**src/rtl/bmp_pkg.sv**
```systemverilog
// shared types and constants for the bus mode pin multiplexer
`default_nettype none
package bmp_pkg;

	typedef enum logic [1:0]
	{
		BMP_SINGLE = 2'b00,
		BMP_EXPAND = 2'b01,
		BMP_MICRO  = 2'b10
	} bmp_mode_type;

	typedef enum logic [2:0]
	{
		BMP_RGN_PERIPH   = 3'b000,
		BMP_RGN_RAM      = 3'b001,
		BMP_RGN_ROM      = 3'b010,
		BMP_RGN_VECTOR   = 3'b011,
		BMP_RGN_EXTERNAL = 3'b100,
		BMP_RGN_BLOCKED  = 3'b101,
		BMP_RGN_RESERVED = 3'b110
	} bmp_region_type;

	typedef enum logic [1:0]
	{
		BMP_ST_IDLE = 2'b00,
		BMP_ST_ADDR = 2'b01,
		BMP_ST_DATA = 2'b10,
		BMP_ST_HOLD = 2'b11
	} bmp_bus_state_type;

	typedef struct packed
	{
		logic [23:0] addr;
		logic [15:0] wdata;
		logic        write;
		logic [1:0]  lanes;
	} bmp_bus_req_type;

	localparam logic [23:0] PERIPH_LAST     = 24'h00007f;
	localparam logic [23:0] RAM_FIRST       = 24'h000080;
	localparam logic [23:0] RAM_LAST        = 24'h00087f;
	localparam logic [23:0] ROM_FIRST       = 24'h008000;
	localparam logic [23:0] ROM_SMALL_FIRST = 24'h00c000;
	localparam logic [23:0] VECTOR_FIRST    = 24'h00ffd6;
	localparam logic [23:0] ROM_LAST        = 24'h00ffff;
	localparam logic [7:0]  BANK_LIMIT      = 8'h10;
	localparam logic [23:0] CS1_FIRST       = 24'h010000;
	localparam logic [23:0] CS1_LAST        = 24'h03ffff;
	localparam logic [23:0] CS2_FIRST       = 24'h040000;
	localparam logic [23:0] CS2_LAST        = 24'h07ffff;
	localparam logic [23:0] CS3_FIRST       = 24'h080000;
	localparam logic [23:0] CS3_LAST        = 24'h0bffff;
	localparam logic [4:0]  CS_IDLE         = 5'h1f;
	localparam logic [7:0]  DIR_RESET       = 8'h00;
	localparam logic [3:0]  PHI_HALF_CYCLES = 4'h2;

	function automatic logic in_range(
		input logic [23:0] a,
		input logic [23:0] lo,
		input logic [23:0] hi
	);
		return (a >= lo) && (a <= hi);
	endfunction

endpackage
`default_nettype wire

```
**src/rtl/bmp_addr_decode.sv**
```systemverilog
// bank-0 region and chip select decoder
`default_nettype none
module bmp_addr_decode (
	input  wire logic [23:0]             addr,              // address
	input  wire logic                    rom_window_select, // small rom
	input  wire bmp_pkg::bmp_mode_type   mode,              // cpu mode
	output var  bmp_pkg::bmp_region_type region,            // target
	output logic [4:0]                   cs_n               // selects
);

	logic bank0;

	assign bank0 = (addr[23:16] == 8'h00);

	always_comb
	begin
		region = bmp_pkg::BMP_RGN_RESERVED;
		cs_n = bmp_pkg::CS_IDLE;
		if (addr[23:16] >= bmp_pkg::BANK_LIMIT)
			region = bmp_pkg::BMP_RGN_BLOCKED;
		else if (bank0 && addr <= bmp_pkg::PERIPH_LAST)
			region = bmp_pkg::BMP_RGN_PERIPH;
		else if (bmp_pkg::in_range(addr, bmp_pkg::RAM_FIRST,
			bmp_pkg::RAM_LAST))
			region = bmp_pkg::BMP_RGN_RAM;
		else if (bank0 && addr >= bmp_pkg::ROM_FIRST
			&& mode != bmp_pkg::BMP_MICRO
			&& (!rom_window_select
			|| addr >= bmp_pkg::ROM_SMALL_FIRST))
		begin
			if (addr >= bmp_pkg::VECTOR_FIRST)
				region = bmp_pkg::BMP_RGN_VECTOR;
			else
				region = bmp_pkg::BMP_RGN_ROM;
		end
		else if (mode != bmp_pkg::BMP_SINGLE)
		begin
			region = bmp_pkg::BMP_RGN_EXTERNAL;
			if (bank0 && addr < bmp_pkg::ROM_FIRST)
				cs_n[0] = 1'b0;
			else if (bank0)
				cs_n[1] = 1'b0;
			else if (bmp_pkg::in_range(addr, bmp_pkg::CS1_FIRST,
				bmp_pkg::CS1_LAST))
				cs_n[1] = 1'b0;
			else if (bmp_pkg::in_range(addr, bmp_pkg::CS2_FIRST,
				bmp_pkg::CS2_LAST))
				cs_n[2] = 1'b0;
			else if (bmp_pkg::in_range(addr, bmp_pkg::CS3_FIRST,
				bmp_pkg::CS3_LAST))
				cs_n[3] = 1'b0;
			else
				cs_n[4] = 1'b0;
		end
	end

endmodule // bmp_addr_decode
`default_nettype wire

```
**src/rtl/bmp_pin_mux.sv**
```systemverilog
// pin multiplexer, external bus sequencer and bank-0 routing
`default_nettype none
// Function
// - mode pin low single/expansion, high microprocessor
// - held in reset while reset pin low
// - enable pin: internal activity, else read strobe
// - width pin low 16-bit bus, high 8-bit
// - single-chip ports bidirectional, inputs after reset
// - port zero: chip selects, aux strobe, A16-A17
// - port one: high address/data, or address only
// - port two: low address multiplexed with data
// - port three: write strobes, latch, hold acknowledge
// - port four: hold, ready inputs, phase clock
// - port five also timers, key interrupts
// - port six timers, interrupts, sub-clock out
// - port seven analog, third serial, sub-oscillator
// - port eight carries first two serial channels
// - 24-bit space, banks 10 hex up blocked
// - bank-0 8000-FFFF rom outside microprocessor mode, vectors from FFD6
// - bank-0 80-87F internal ram
// - bank-0 0-7F peripheral registers
// - direct page window positioned by base register
// - window select shrinks rom to C000-FFFF
module bmp_pin_mux (
	input  wire logic                     ref_clk,              // clock
	input  wire logic                     rst,                  // reset
	input  wire logic                     reset_pin_n,          // pin
	input  wire logic                     mode_select_pin,      // pin
	input  wire logic                     byte_width_pin,       // pin
	input  wire logic                     expansion_request,    // core
	input  wire logic                     rom_window_select,    // core
	input  wire logic                     clock_out_enable,     // core
	input  wire logic                     sub_osc_enable,       // core
	input  wire logic                     sub_clock_out_enable, // core
	input  wire logic                     internal_access,      // core
	input  wire logic [15:0]              direct_page_base,     // core
	input  wire logic                     direct_page_mode,     // core
	input  wire logic [7:0]               dp_offset,            // core
	input  wire logic                     req_valid,            // request
	input  wire bmp_pkg::bmp_bus_req_type req,                  // request
	output logic                          req_ready,            // taken
	output logic                          done,                 // finished
	output logic [15:0]                   rdata,                // read data
	output var  bmp_pkg::bmp_region_type  region,               // target
	output logic                          access_fault,         // blocked
	output var  bmp_pkg::bmp_mode_type    mode,                 // cpu mode
	output logic                          device_in_reset,      // reset
	input  wire logic [8:0][7:0]          gpio_out,             // out data
	input  wire logic [8:0][7:0]          gpio_dir,             // 1=out
	output logic [8:0][7:0]               gpio_in,              // pins
	input  wire logic [3:0][7:0]          periph_sel,           // p5-p8
	input  wire logic [3:0][7:0]          periph_out,           // p5-p8
	output logic [3:0]                    key_interrupt_inputs, // p5
	output logic [2:0]                    external_interrupt_inputs, // p6
	input  wire logic [8:0][7:0]          pin_in,               // pin in
	output logic [8:0][7:0]               pin_out,              // pin out
	output logic [8:0][7:0]               pin_oe_n,             // enable
	output logic                          enable_out_n          // e pin
);

	logic [74:0]                  sync_meta;
	logic [74:0]                  sync_pins;
	logic [8:0][7:0]              pin_s;
	logic                         reset_pin_s;
	logic                         mode_pin_s;
	logic                         byte_pin_s;
	logic                         ext;
	logic                         hold_req;
	logic                         ready_in;
	logic [23:0]                  req_addr;
	logic [4:0]                   req_cs_n;
	bmp_pkg::bmp_bus_state_type   state;
	bmp_pkg::bmp_bus_state_type   next_state;
	bmp_pkg::bmp_bus_req_type     bus_req;
	bmp_pkg::bmp_bus_req_type     next_bus_req;
	bmp_pkg::bmp_mode_type        next_mode;
	logic [4:0]                   bus_cs_n;
	logic [4:0]                   next_bus_cs_n;
	logic                         next_done;
	logic [15:0]                  next_rdata;
	logic                         in_reset;
	logic                         next_in_reset;
	logic [3:0]                   phi_count;
	logic [3:0]                   next_phi_count;
	logic                         phi;
	logic                         next_phi;
	logic [8:0][7:0]              next_pin_out;
	logic [8:0][7:0]              next_pin_oe_n;
	logic                         next_enable_out_n;

	always_ff @(posedge ref_clk or posedge rst)
	begin
		if (rst)
		begin
			sync_meta <= '0;
			sync_pins <= '0;
		end
		else
		begin
			sync_meta <= {pin_in, reset_pin_n, mode_select_pin,
				byte_width_pin};
			sync_pins <= sync_meta;
		end
	end

	assign {pin_s, reset_pin_s, mode_pin_s, byte_pin_s} = sync_pins;
	assign gpio_in = pin_s;
	assign key_interrupt_inputs = pin_s[5][7:4];
	assign external_interrupt_inputs = pin_s[6][4:2];
	assign device_in_reset = in_reset;
	assign ext = (mode != bmp_pkg::BMP_SINGLE);
	assign hold_req = ext && !pin_s[4][0];
	assign ready_in = pin_s[4][1];
	// direct page stays inside bank 0 and wraps there
	assign req_addr = direct_page_mode
		? {8'h00, direct_page_base + {8'h00, dp_offset}}
		: req.addr;

	bmp_addr_decode u_decode (
		.addr              (req_addr),
		.rom_window_select (rom_window_select),
		.mode              (mode),
		.region            (region),
		.cs_n              (req_cs_n)
	);

	assign access_fault = req_valid
		&& region == bmp_pkg::BMP_RGN_BLOCKED;
	assign req_ready = state == bmp_pkg::BMP_ST_IDLE && ext && !in_reset
		&& !hold_req && region == bmp_pkg::BMP_RGN_EXTERNAL;

	always_comb
	begin
		next_state = state;
		next_bus_req = bus_req;
		next_bus_cs_n = bus_cs_n;
		next_done = 1'b0;
		next_rdata = rdata;
		next_in_reset = !reset_pin_s;
		next_mode = mode_pin_s ? bmp_pkg::BMP_MICRO
			: (expansion_request ? bmp_pkg::BMP_EXPAND
			: bmp_pkg::BMP_SINGLE);
		next_phi_count = phi_count + 4'h1;
		next_phi = phi;
		if (phi_count == bmp_pkg::PHI_HALF_CYCLES - 4'h1)
		begin
			next_phi_count = 4'h0;
			next_phi = !phi;
		end
		case (state)
			bmp_pkg::BMP_ST_IDLE:
			begin
				if (hold_req)
					next_state = bmp_pkg::BMP_ST_HOLD;
				else if (req_valid && req_ready)
				begin
					next_state = bmp_pkg::BMP_ST_ADDR;
					next_bus_req = req;
					next_bus_req.addr = req_addr;
					next_bus_cs_n = req_cs_n;
				end
			end
			bmp_pkg::BMP_ST_ADDR:
				next_state = bmp_pkg::BMP_ST_DATA;
			bmp_pkg::BMP_ST_DATA:
			begin
				// wait extends the strobe until ready is seen high
				if (ready_in)
				begin
					next_state = bmp_pkg::BMP_ST_IDLE;
					next_done = 1'b1;
					next_bus_cs_n = bmp_pkg::CS_IDLE;
					next_rdata = byte_pin_s ? {8'h00, pin_s[2]}
						: {pin_s[1], pin_s[2]};
				end
			end
			bmp_pkg::BMP_ST_HOLD:
			begin
				if (!hold_req)
					next_state = bmp_pkg::BMP_ST_IDLE;
			end
			default:
				next_state = bmp_pkg::BMP_ST_IDLE;
		endcase
		if (in_reset)
		begin
			next_state = bmp_pkg::BMP_ST_IDLE;
			next_bus_cs_n = bmp_pkg::CS_IDLE;
		end
	end

	always_ff @(posedge ref_clk or posedge rst)
	begin
		if (rst)
		begin
			state <= bmp_pkg::BMP_ST_IDLE;
			bus_req <= '0;
			bus_cs_n <= bmp_pkg::CS_IDLE;
			done <= 1'b0;
			rdata <= 16'h0000;
			in_reset <= 1'b1;
			mode <= bmp_pkg::BMP_SINGLE;
			phi_count <= 4'h0;
			phi <= 1'b0;
		end
		else
		begin
			state <= next_state;
			bus_req <= next_bus_req;
			bus_cs_n <= next_bus_cs_n;
			done <= next_done;
			rdata <= next_rdata;
			in_reset <= next_in_reset;
			mode <= next_mode;
			phi_count <= next_phi_count;
			phi <= next_phi;
		end
	end

	always_comb
	begin
		logic in_data;
		logic rd_cycle;
		logic wr_cycle;
		in_data = (state == bmp_pkg::BMP_ST_DATA);
		rd_cycle = in_data && !bus_req.write;
		wr_cycle = in_data && bus_req.write;
		for (int p = 0; p < 9; p++)
		begin
			next_pin_out[p] = gpio_out[p];
			next_pin_oe_n[p] = ~gpio_dir[p];
		end
		for (int q = 0; q < 4; q++)
		begin
			for (int b = 0; b < 8; b++)
			begin
				if (periph_sel[q][b])
				begin
					next_pin_out[q + 5][b] = periph_out[q][b];
					next_pin_oe_n[q + 5][b] = 1'b0;
				end
			end
		end
		if (sub_clock_out_enable)
		begin
			next_pin_out[6][7] = pin_s[7][7];
			next_pin_oe_n[6][7] = 1'b0;
		end
		if (sub_osc_enable)
		begin
			next_pin_out[7][6] = !pin_s[7][7];
			next_pin_oe_n[7][6] = 1'b0;
			next_pin_oe_n[7][7] = 1'b1;
		end
		if (ext)
		begin
			next_pin_out[0] = {bus_req.addr[17:16],
				!(state == bmp_pkg::BMP_ST_ADDR), bus_cs_n};
			next_pin_oe_n[0] = 8'h00;
			next_pin_out[1] = bus_req.addr[15:8];
			next_pin_oe_n[1] = 8'h00;
			if (!byte_pin_s && wr_cycle)
				next_pin_out[1] = bus_req.wdata[15:8];
			else if (!byte_pin_s && rd_cycle)
				next_pin_oe_n[1] = 8'hff;
			next_pin_out[2] = bus_req.addr[7:0];
			next_pin_oe_n[2] = 8'h00;
			if (wr_cycle)
				next_pin_out[2] = (byte_pin_s && bus_req.addr[0])
					? bus_req.wdata[15:8] : bus_req.wdata[7:0];
			else if (rd_cycle)
				next_pin_oe_n[2] = 8'hff;
			next_pin_out[3][3:0] = {!(state == bmp_pkg::BMP_ST_HOLD),
				state == bmp_pkg::BMP_ST_ADDR,
				!(wr_cycle && !byte_pin_s && bus_req.lanes[1]),
				!(wr_cycle && (byte_pin_s || bus_req.lanes[0]))};
			next_pin_oe_n[3][3:0] = 4'h0;
			next_pin_oe_n[4][1:0] = 2'b11;
			if (mode == bmp_pkg::BMP_MICRO || clock_out_enable)
			begin
				next_pin_out[4][2] = phi;
				next_pin_oe_n[4][2] = 1'b0;
			end
			if (state == bmp_pkg::BMP_ST_HOLD)
			begin
				next_pin_oe_n[0] = 8'hff;
				next_pin_oe_n[1] = 8'hff;
				next_pin_oe_n[2] = 8'hff;
				next_pin_oe_n[3][2:0] = 3'b111;
			end
		end
		next_pin_out[3][7:4] = 4'h0;
		next_pin_oe_n[3][7:4] = 4'hf;
		next_enable_out_n = ext ? !rd_cycle : !internal_access;
		if (in_reset)
		begin
			next_pin_oe_n = '1;
			next_enable_out_n = 1'b1;
		end
	end

	always_ff @(posedge ref_clk or posedge rst)
	begin
		if (rst)
		begin
			pin_out <= '0;
			pin_oe_n <= '1;
			enable_out_n <= 1'b1;
		end
		else
		begin
			pin_out <= next_pin_out;
			pin_oe_n <= next_pin_oe_n;
			enable_out_n <= next_enable_out_n;
		end
	end

	reset_float_a: assert property (
		@(posedge ref_clk) disable iff (rst)
		in_reset |=> (pin_oe_n == '1) && enable_out_n
	) else $error("pins driven during reset");

	mode_pin_a: assert property (
		@(posedge ref_clk) disable iff (rst)
		mode_pin_s |=> mode == bmp_pkg::BMP_MICRO
	) else $error("mode pin high without microprocessor mode");

	enable_pin_a: assert property (
		@(posedge ref_clk) disable iff (rst)
		!in_reset && mode == bmp_pkg::BMP_SINGLE
		|=> enable_out_n == !$past(internal_access)
	) else $error("enable pin does not follow internal access");

	latch_phase_a: assert property (
		@(posedge ref_clk) disable iff (rst)
		state == bmp_pkg::BMP_ST_ADDR && !in_reset
		|=> pin_out[3][2] && !pin_oe_n[3][2] && pin_out[3][1:0] == 2'b11
	) else $error("latch enable wrong in address phase");

	low_addr_a: assert property (
		@(posedge ref_clk) disable iff (rst)
		state == bmp_pkg::BMP_ST_ADDR && !in_reset
		|=> pin_out[2] == $past(bus_req.addr[7:0]) && pin_oe_n[2] == 8'h00
	) else $error("low address missing on port two");

	byte_high_a: assert property (
		@(posedge ref_clk) disable iff (rst)
		state == bmp_pkg::BMP_ST_DATA && byte_pin_s && ext && !in_reset
		|=> pin_out[1] == $past(bus_req.addr[15:8])
	) else $error("8-bit bus lost high address");

	one_select_a: assert property (
		@(posedge ref_clk) disable iff (rst)
		state == bmp_pkg::BMP_ST_ADDR && !in_reset
		|=> $countones(~pin_out[0][4:0]) == 1 ##1 pin_out[0][5]
	) else $error("chip select not unique in external cycle");

	wait_hold_a: assert property (
		@(posedge ref_clk) disable iff (rst)
		state == bmp_pkg::BMP_ST_DATA && !ready_in && !in_reset
		|=> state == bmp_pkg::BMP_ST_DATA && !done
	) else $error("data phase ended without ready");

	bank_block_a: assert property (
		@(posedge ref_clk) disable iff (rst)
		!direct_page_mode && req.addr[23:16] >= bmp_pkg::BANK_LIMIT
		|-> region == bmp_pkg::BMP_RGN_BLOCKED && !req_ready
	) else $error("high bank reachable");

	rom_window_a: assert property (
		@(posedge ref_clk) disable iff (rst)
		!direct_page_mode && rom_window_select
		&& req.addr >= bmp_pkg::ROM_FIRST
		&& req.addr < bmp_pkg::ROM_SMALL_FIRST
		|-> region != bmp_pkg::BMP_RGN_ROM
	) else $error("rom window select ignored");

	vector_area_a: assert property (
		@(posedge ref_clk) disable iff (rst)
		!direct_page_mode && mode != bmp_pkg::BMP_MICRO
		&& bmp_pkg::in_range(req.addr, bmp_pkg::VECTOR_FIRST,
		bmp_pkg::ROM_LAST)
		|-> region == bmp_pkg::BMP_RGN_VECTOR
	) else $error("vector area not decoded");

	ram_area_a: assert property (
		@(posedge ref_clk) disable iff (rst)
		!direct_page_mode && bmp_pkg::in_range(req.addr,
		bmp_pkg::RAM_FIRST, bmp_pkg::RAM_LAST)
		|-> region == bmp_pkg::BMP_RGN_RAM
	) else $error("ram area not decoded");

	periph_area_a: assert property (
		@(posedge ref_clk) disable iff (rst)
		!direct_page_mode && req.addr <= bmp_pkg::PERIPH_LAST
		|-> region == bmp_pkg::BMP_RGN_PERIPH
	) else $error("register area not decoded");

endmodule // bmp_pin_mux
`default_nettype wire

```
**config.mk**
```make
export PLATFORM = sky130hd
export DESIGN_NAME = bmp_pin_mux
export DESIGN_NICKNAME = d
export VERILOG_FILES = /design/src/rtl/bmp_pkg.sv /design/src/rtl/bmp_addr_decode.sv /design/src/rtl/bmp_pin_mux.sv
export SDC_FILE = /design/constraint.sdc
export NUM_CORES = 1
export LEC_CHECK = 0
export ABC_AREA = 1
export BUFFER_PORTS_ARGS = -buffer_cell sky130_fd_sc_hd__buf_2
export CORE_AREA = 2 2 235 237
export DETAILED_ROUTE_END_ITERATION = 8
export DIE_AREA = 0 0 237 239
export PLACE_DENSITY_LB_ADDON = 0.12
export SLEW_MARGIN = 20
export SYNTH_ARGS = -nofsm -noshare
export SYNTH_HDL_FRONTEND = slang
export SYNTH_SLANG_ARGS = --single-unit
```
**constraint.sdc**
```tcl
create_clock -name ref_clk -period 12.47 [get_ports ref_clk]
set_input_delay 2.494 -clock ref_clk [delete_from_list [all_inputs] [get_ports ref_clk]]
set_output_delay 2.494 -clock ref_clk [all_outputs]
set_load 0.03 [all_outputs]
```
==> flow_metrics.py <==
metrics = {
    "cells_and_area": {
        "fill_cells": 5646,
        "regArea_um2": 9000,
        "fin_nets": 2078,
        "multi_input_area_um2": 3380,
        "areaGrowthSynthToFinish_pct": 33.4,
        "drive_gt1_share_pct": 50.2,
        "final_util_pct": 33.2,
        "finalInstanceArea_um2": 18000,
        "stdcell_count": 2447,
    },
    "clocking": {
        "cts_htree_levels": 2,
        "cts_hold_buf": 0,
        "clk_latency_ns": 0.57,
        "cts_setup_buffers": 0,
        "clkTransAtPathRegs_ns": 0.06,
        "cts_resized": 0,
        "cts_root_buf": "clkbuf_16",
        "numCtsBuffers": 43,
        "cts_sinks": 356,
        "cts_tree": "yes",
        "cts.path.max_buffers": 3,
    },
    "timing": {
        "fin_crit_sh_pct": 59.8,
        "fin_skew_ns": 0.0189,
        "setup_viol": 0,
        "fmaxAchievable_ghz": 0.134,
        "hold_ws_ns": 0.343,
        "drv_slew": 0,
        "fin_crit_ns": 7.46,
        "hold_viol_final": 0,
        "setup_ws_ns": 5.01,
        "rsz0062_at_grt": "no",
        "final.setup.tns_ns": 0,
        "slew_headroom_pct": 27.3,
        "tightestPinTransition_ns": 1.09,
    },
    "synthesis": {
        "async_flop_share_pct": 100,
        "yosys_register_bits": 356,
        "synth.cell_area_um2": 13500,
        "yosysMostFrequentCell": "dfrtp_1",
        "synth.top_cells.by_count": "dfrtp_1 (281), nand2_1 (206), buf_4 (88)",
        "synth_top_area_cell": "dfrtp_1",
        "syn_inst": 1175,
        "synth_top_area_share_pct": 52.0,
        "synth_edf_count": 0,
        "ys_warn_count": 0,
        "synth.distinct_cells": 49,
        "avgSynthCellArea_um2": 11.5,
        "seq_area_frac_synth_pct": 66.6,
        "synthTopCellsByArea": "dfrtp_1 (52%), dfstp_2 (15%), nand2_1 (5.7%)",
        "synth_flop_cell": "dfrtp_1",
    },
    "drt": {
        "met1_length_um": 19500,
        "met2_wirelength_um": 22000,
        "post_drt_wl_per_cell_um": 18.7,
        "drt_iter0_markers": 599,
        "drt_pass1_iterations": 5,
        "drc": 0,
        "maxUsedRoutingLayer": "met5",
        "vias_per_cell": 4.12,
        "vias": 10100,
        "dr_wl_met3_um": 3010,
        "antenna_left": 0,
        "drt-total-wl_um": 45800,
    },
    "worst_hold_path": {
        "worstHoldStart": "sync_meta[20]",
        "hp-class": "flip-flop to flip-flop",
    },
    "floorplan": {
        "die_area_um2": 56600,
        "core_um2": 54300,
        "ios": 609,
        "die_y_um": 239,
        "rows": 86,
        "initial_core_util_pct": 24.9,
        "die_width_um": 237,
    },
    "grt": {
        "grt_max_degree": 169,
        "grt_antenna_before_repair": 16,
        "grt_pass1_wl_um": 66700,
        "grt_pass1_vias": 10500,
        "overflow": 0,
        "grt_usage_pct": 15.8,
    },
    "place": {
        "pre_cts_ws_ns": 4.96,
        "placed_area_um2": 16600,
        "placement.io_buffers": 592,
        "routabilityCongestion": 0.783,
        "dp_hpwl_um": 35000,
        "dp.cells": 2368,
    },
    "power_and_ir_drop": {
        "max-vdd-ir-drop_v": 0.0000797,
        "powerDensity_nw_per_um2": 184,
        "finalPower_mw": 3.32,
        "leakage_nw": 9.10,
    },
    "worst_setup_path": {
        "timing.rr.start": "state[1]",
        "critical_path.slowest_cell": "fa_1",
        "cp_cell_sequence": "buf_2 -> ha_1 -> fa_1 -> nand3_1 -> nand3_1 -> nand2_1 -> nand2_1 -> nand2_1 -> nand3_1 -> o21ai_1 -> nor2_1 -> nand3_1 -> nand2_1 -> nand4_1 -> nand2_2 -> nor2_4 -> inv_1 -> nor3_1 -> buf_2",
        "crit_family": "simple AND/OR/NAND/NOR gates",
        "r2r_slack_ns": 9.55,
        "max_stage_delay_ns": 0.46,
        "endpoint_kind": "output port",
        "critPathMaxFanout": 4,
        "startpoint": "direct_page_base[0]",
        "critPathKind": "primary input to output port",
        "cp_data_required_time_ns": 9.98,
        "critPathLaunchType": "primary input",
        "cp.arrival_ns": 4.97,
        "path_buf_inv": 3,
    },
    "outcome": {
        "outcome": "finished, final reports clean",
    },
    "run": {
        "maxCapViolations": 0,
    },
}
==> kinds of logic after synthesis <==
logic type / share of synthesized area (%)
mux: 2.80
simple gates: 13.1
compound gates: 7.50
fa+ha+maj: 0.889
xor+xnor: 0.454
other cells: 0.0556
flops: 66.6
buf+inv: 8.65
==> placed cells by master (no fill, tap or decap), types with 29 or more instances in the layout <==
cell and n:
dfrtp_1 281, nand3_1 51, dfstp_2 75, nand2_2 37, o21ai_0 78, nand2_1 206, clkbuf_16 44, buf_2 592
o21ai_2 35, nor2_1 66, mux2_2 30, inv_1 77, a21oi_1 29
==> final cells by class <==
cell class | instances | share of cell area, %
sequential | 356 | 49.9
multi-input combinational | 619 | 18.7
timing repair buffer | 598 | 16.8
clock inverter | 14 | 0.722
antenna | 1 | 0.0139
tap | 704 | 4.89
inverter | 91 | 1.94
clock buffer | 64 | 7.02
==> flip-flops by register name, indices dropped and copies added, names as in the netlist, 2 cells and up <==
register / cells
sync_meta: 75
sync_pins: 75
pin_oe_n: 68
pin_out: 68
bus_req: 37
rdata: 16
bus_cs_n: 5
phi_count: 4
mode: 2
state: 2
==> worst register-to-register path, cell delays in order, from the launching register on <==
cell	delay [ns]
dfrtp_1	0.41
inv_1	0.07
nor2_1	0.35
nand2_1	0.59
nor2_1	0.80
inv_1	0.29
nand2_1	0.18
a31oi_1	0.09
==> per-layer routing <==
metal	vias to the layer above	GRT usage, %
met5	-	0
met1	4895	20.3
met3	82	4.00
met4	10	5.29
met2	343	25.9
li1	4762	-
==> path summary, 6_finish.rpt <==
check                           endpoint  cells after the start
min                        sync_pins[20]                      0
min reg2reg                sync_pins[20]                      0
max in group asynchronous    pin_out[27]                      3
min in group asynchronous    pin_out[39]                      2
max                            req_ready                     19
max reg2reg                  pin_out[10]                      7
==> where the power goes <==
part	internal [mW]	leakage, nW	switching, mW	total (mW)
Sequential	1.33	4.15	0.0807	1.41
Combinational	0.207	4.26	0.466	0.673
Clock	0.727	0.684	0.506	1.23
Total	2.27	9.10	1.05	3.32
(Power assumes the default switching activity.)
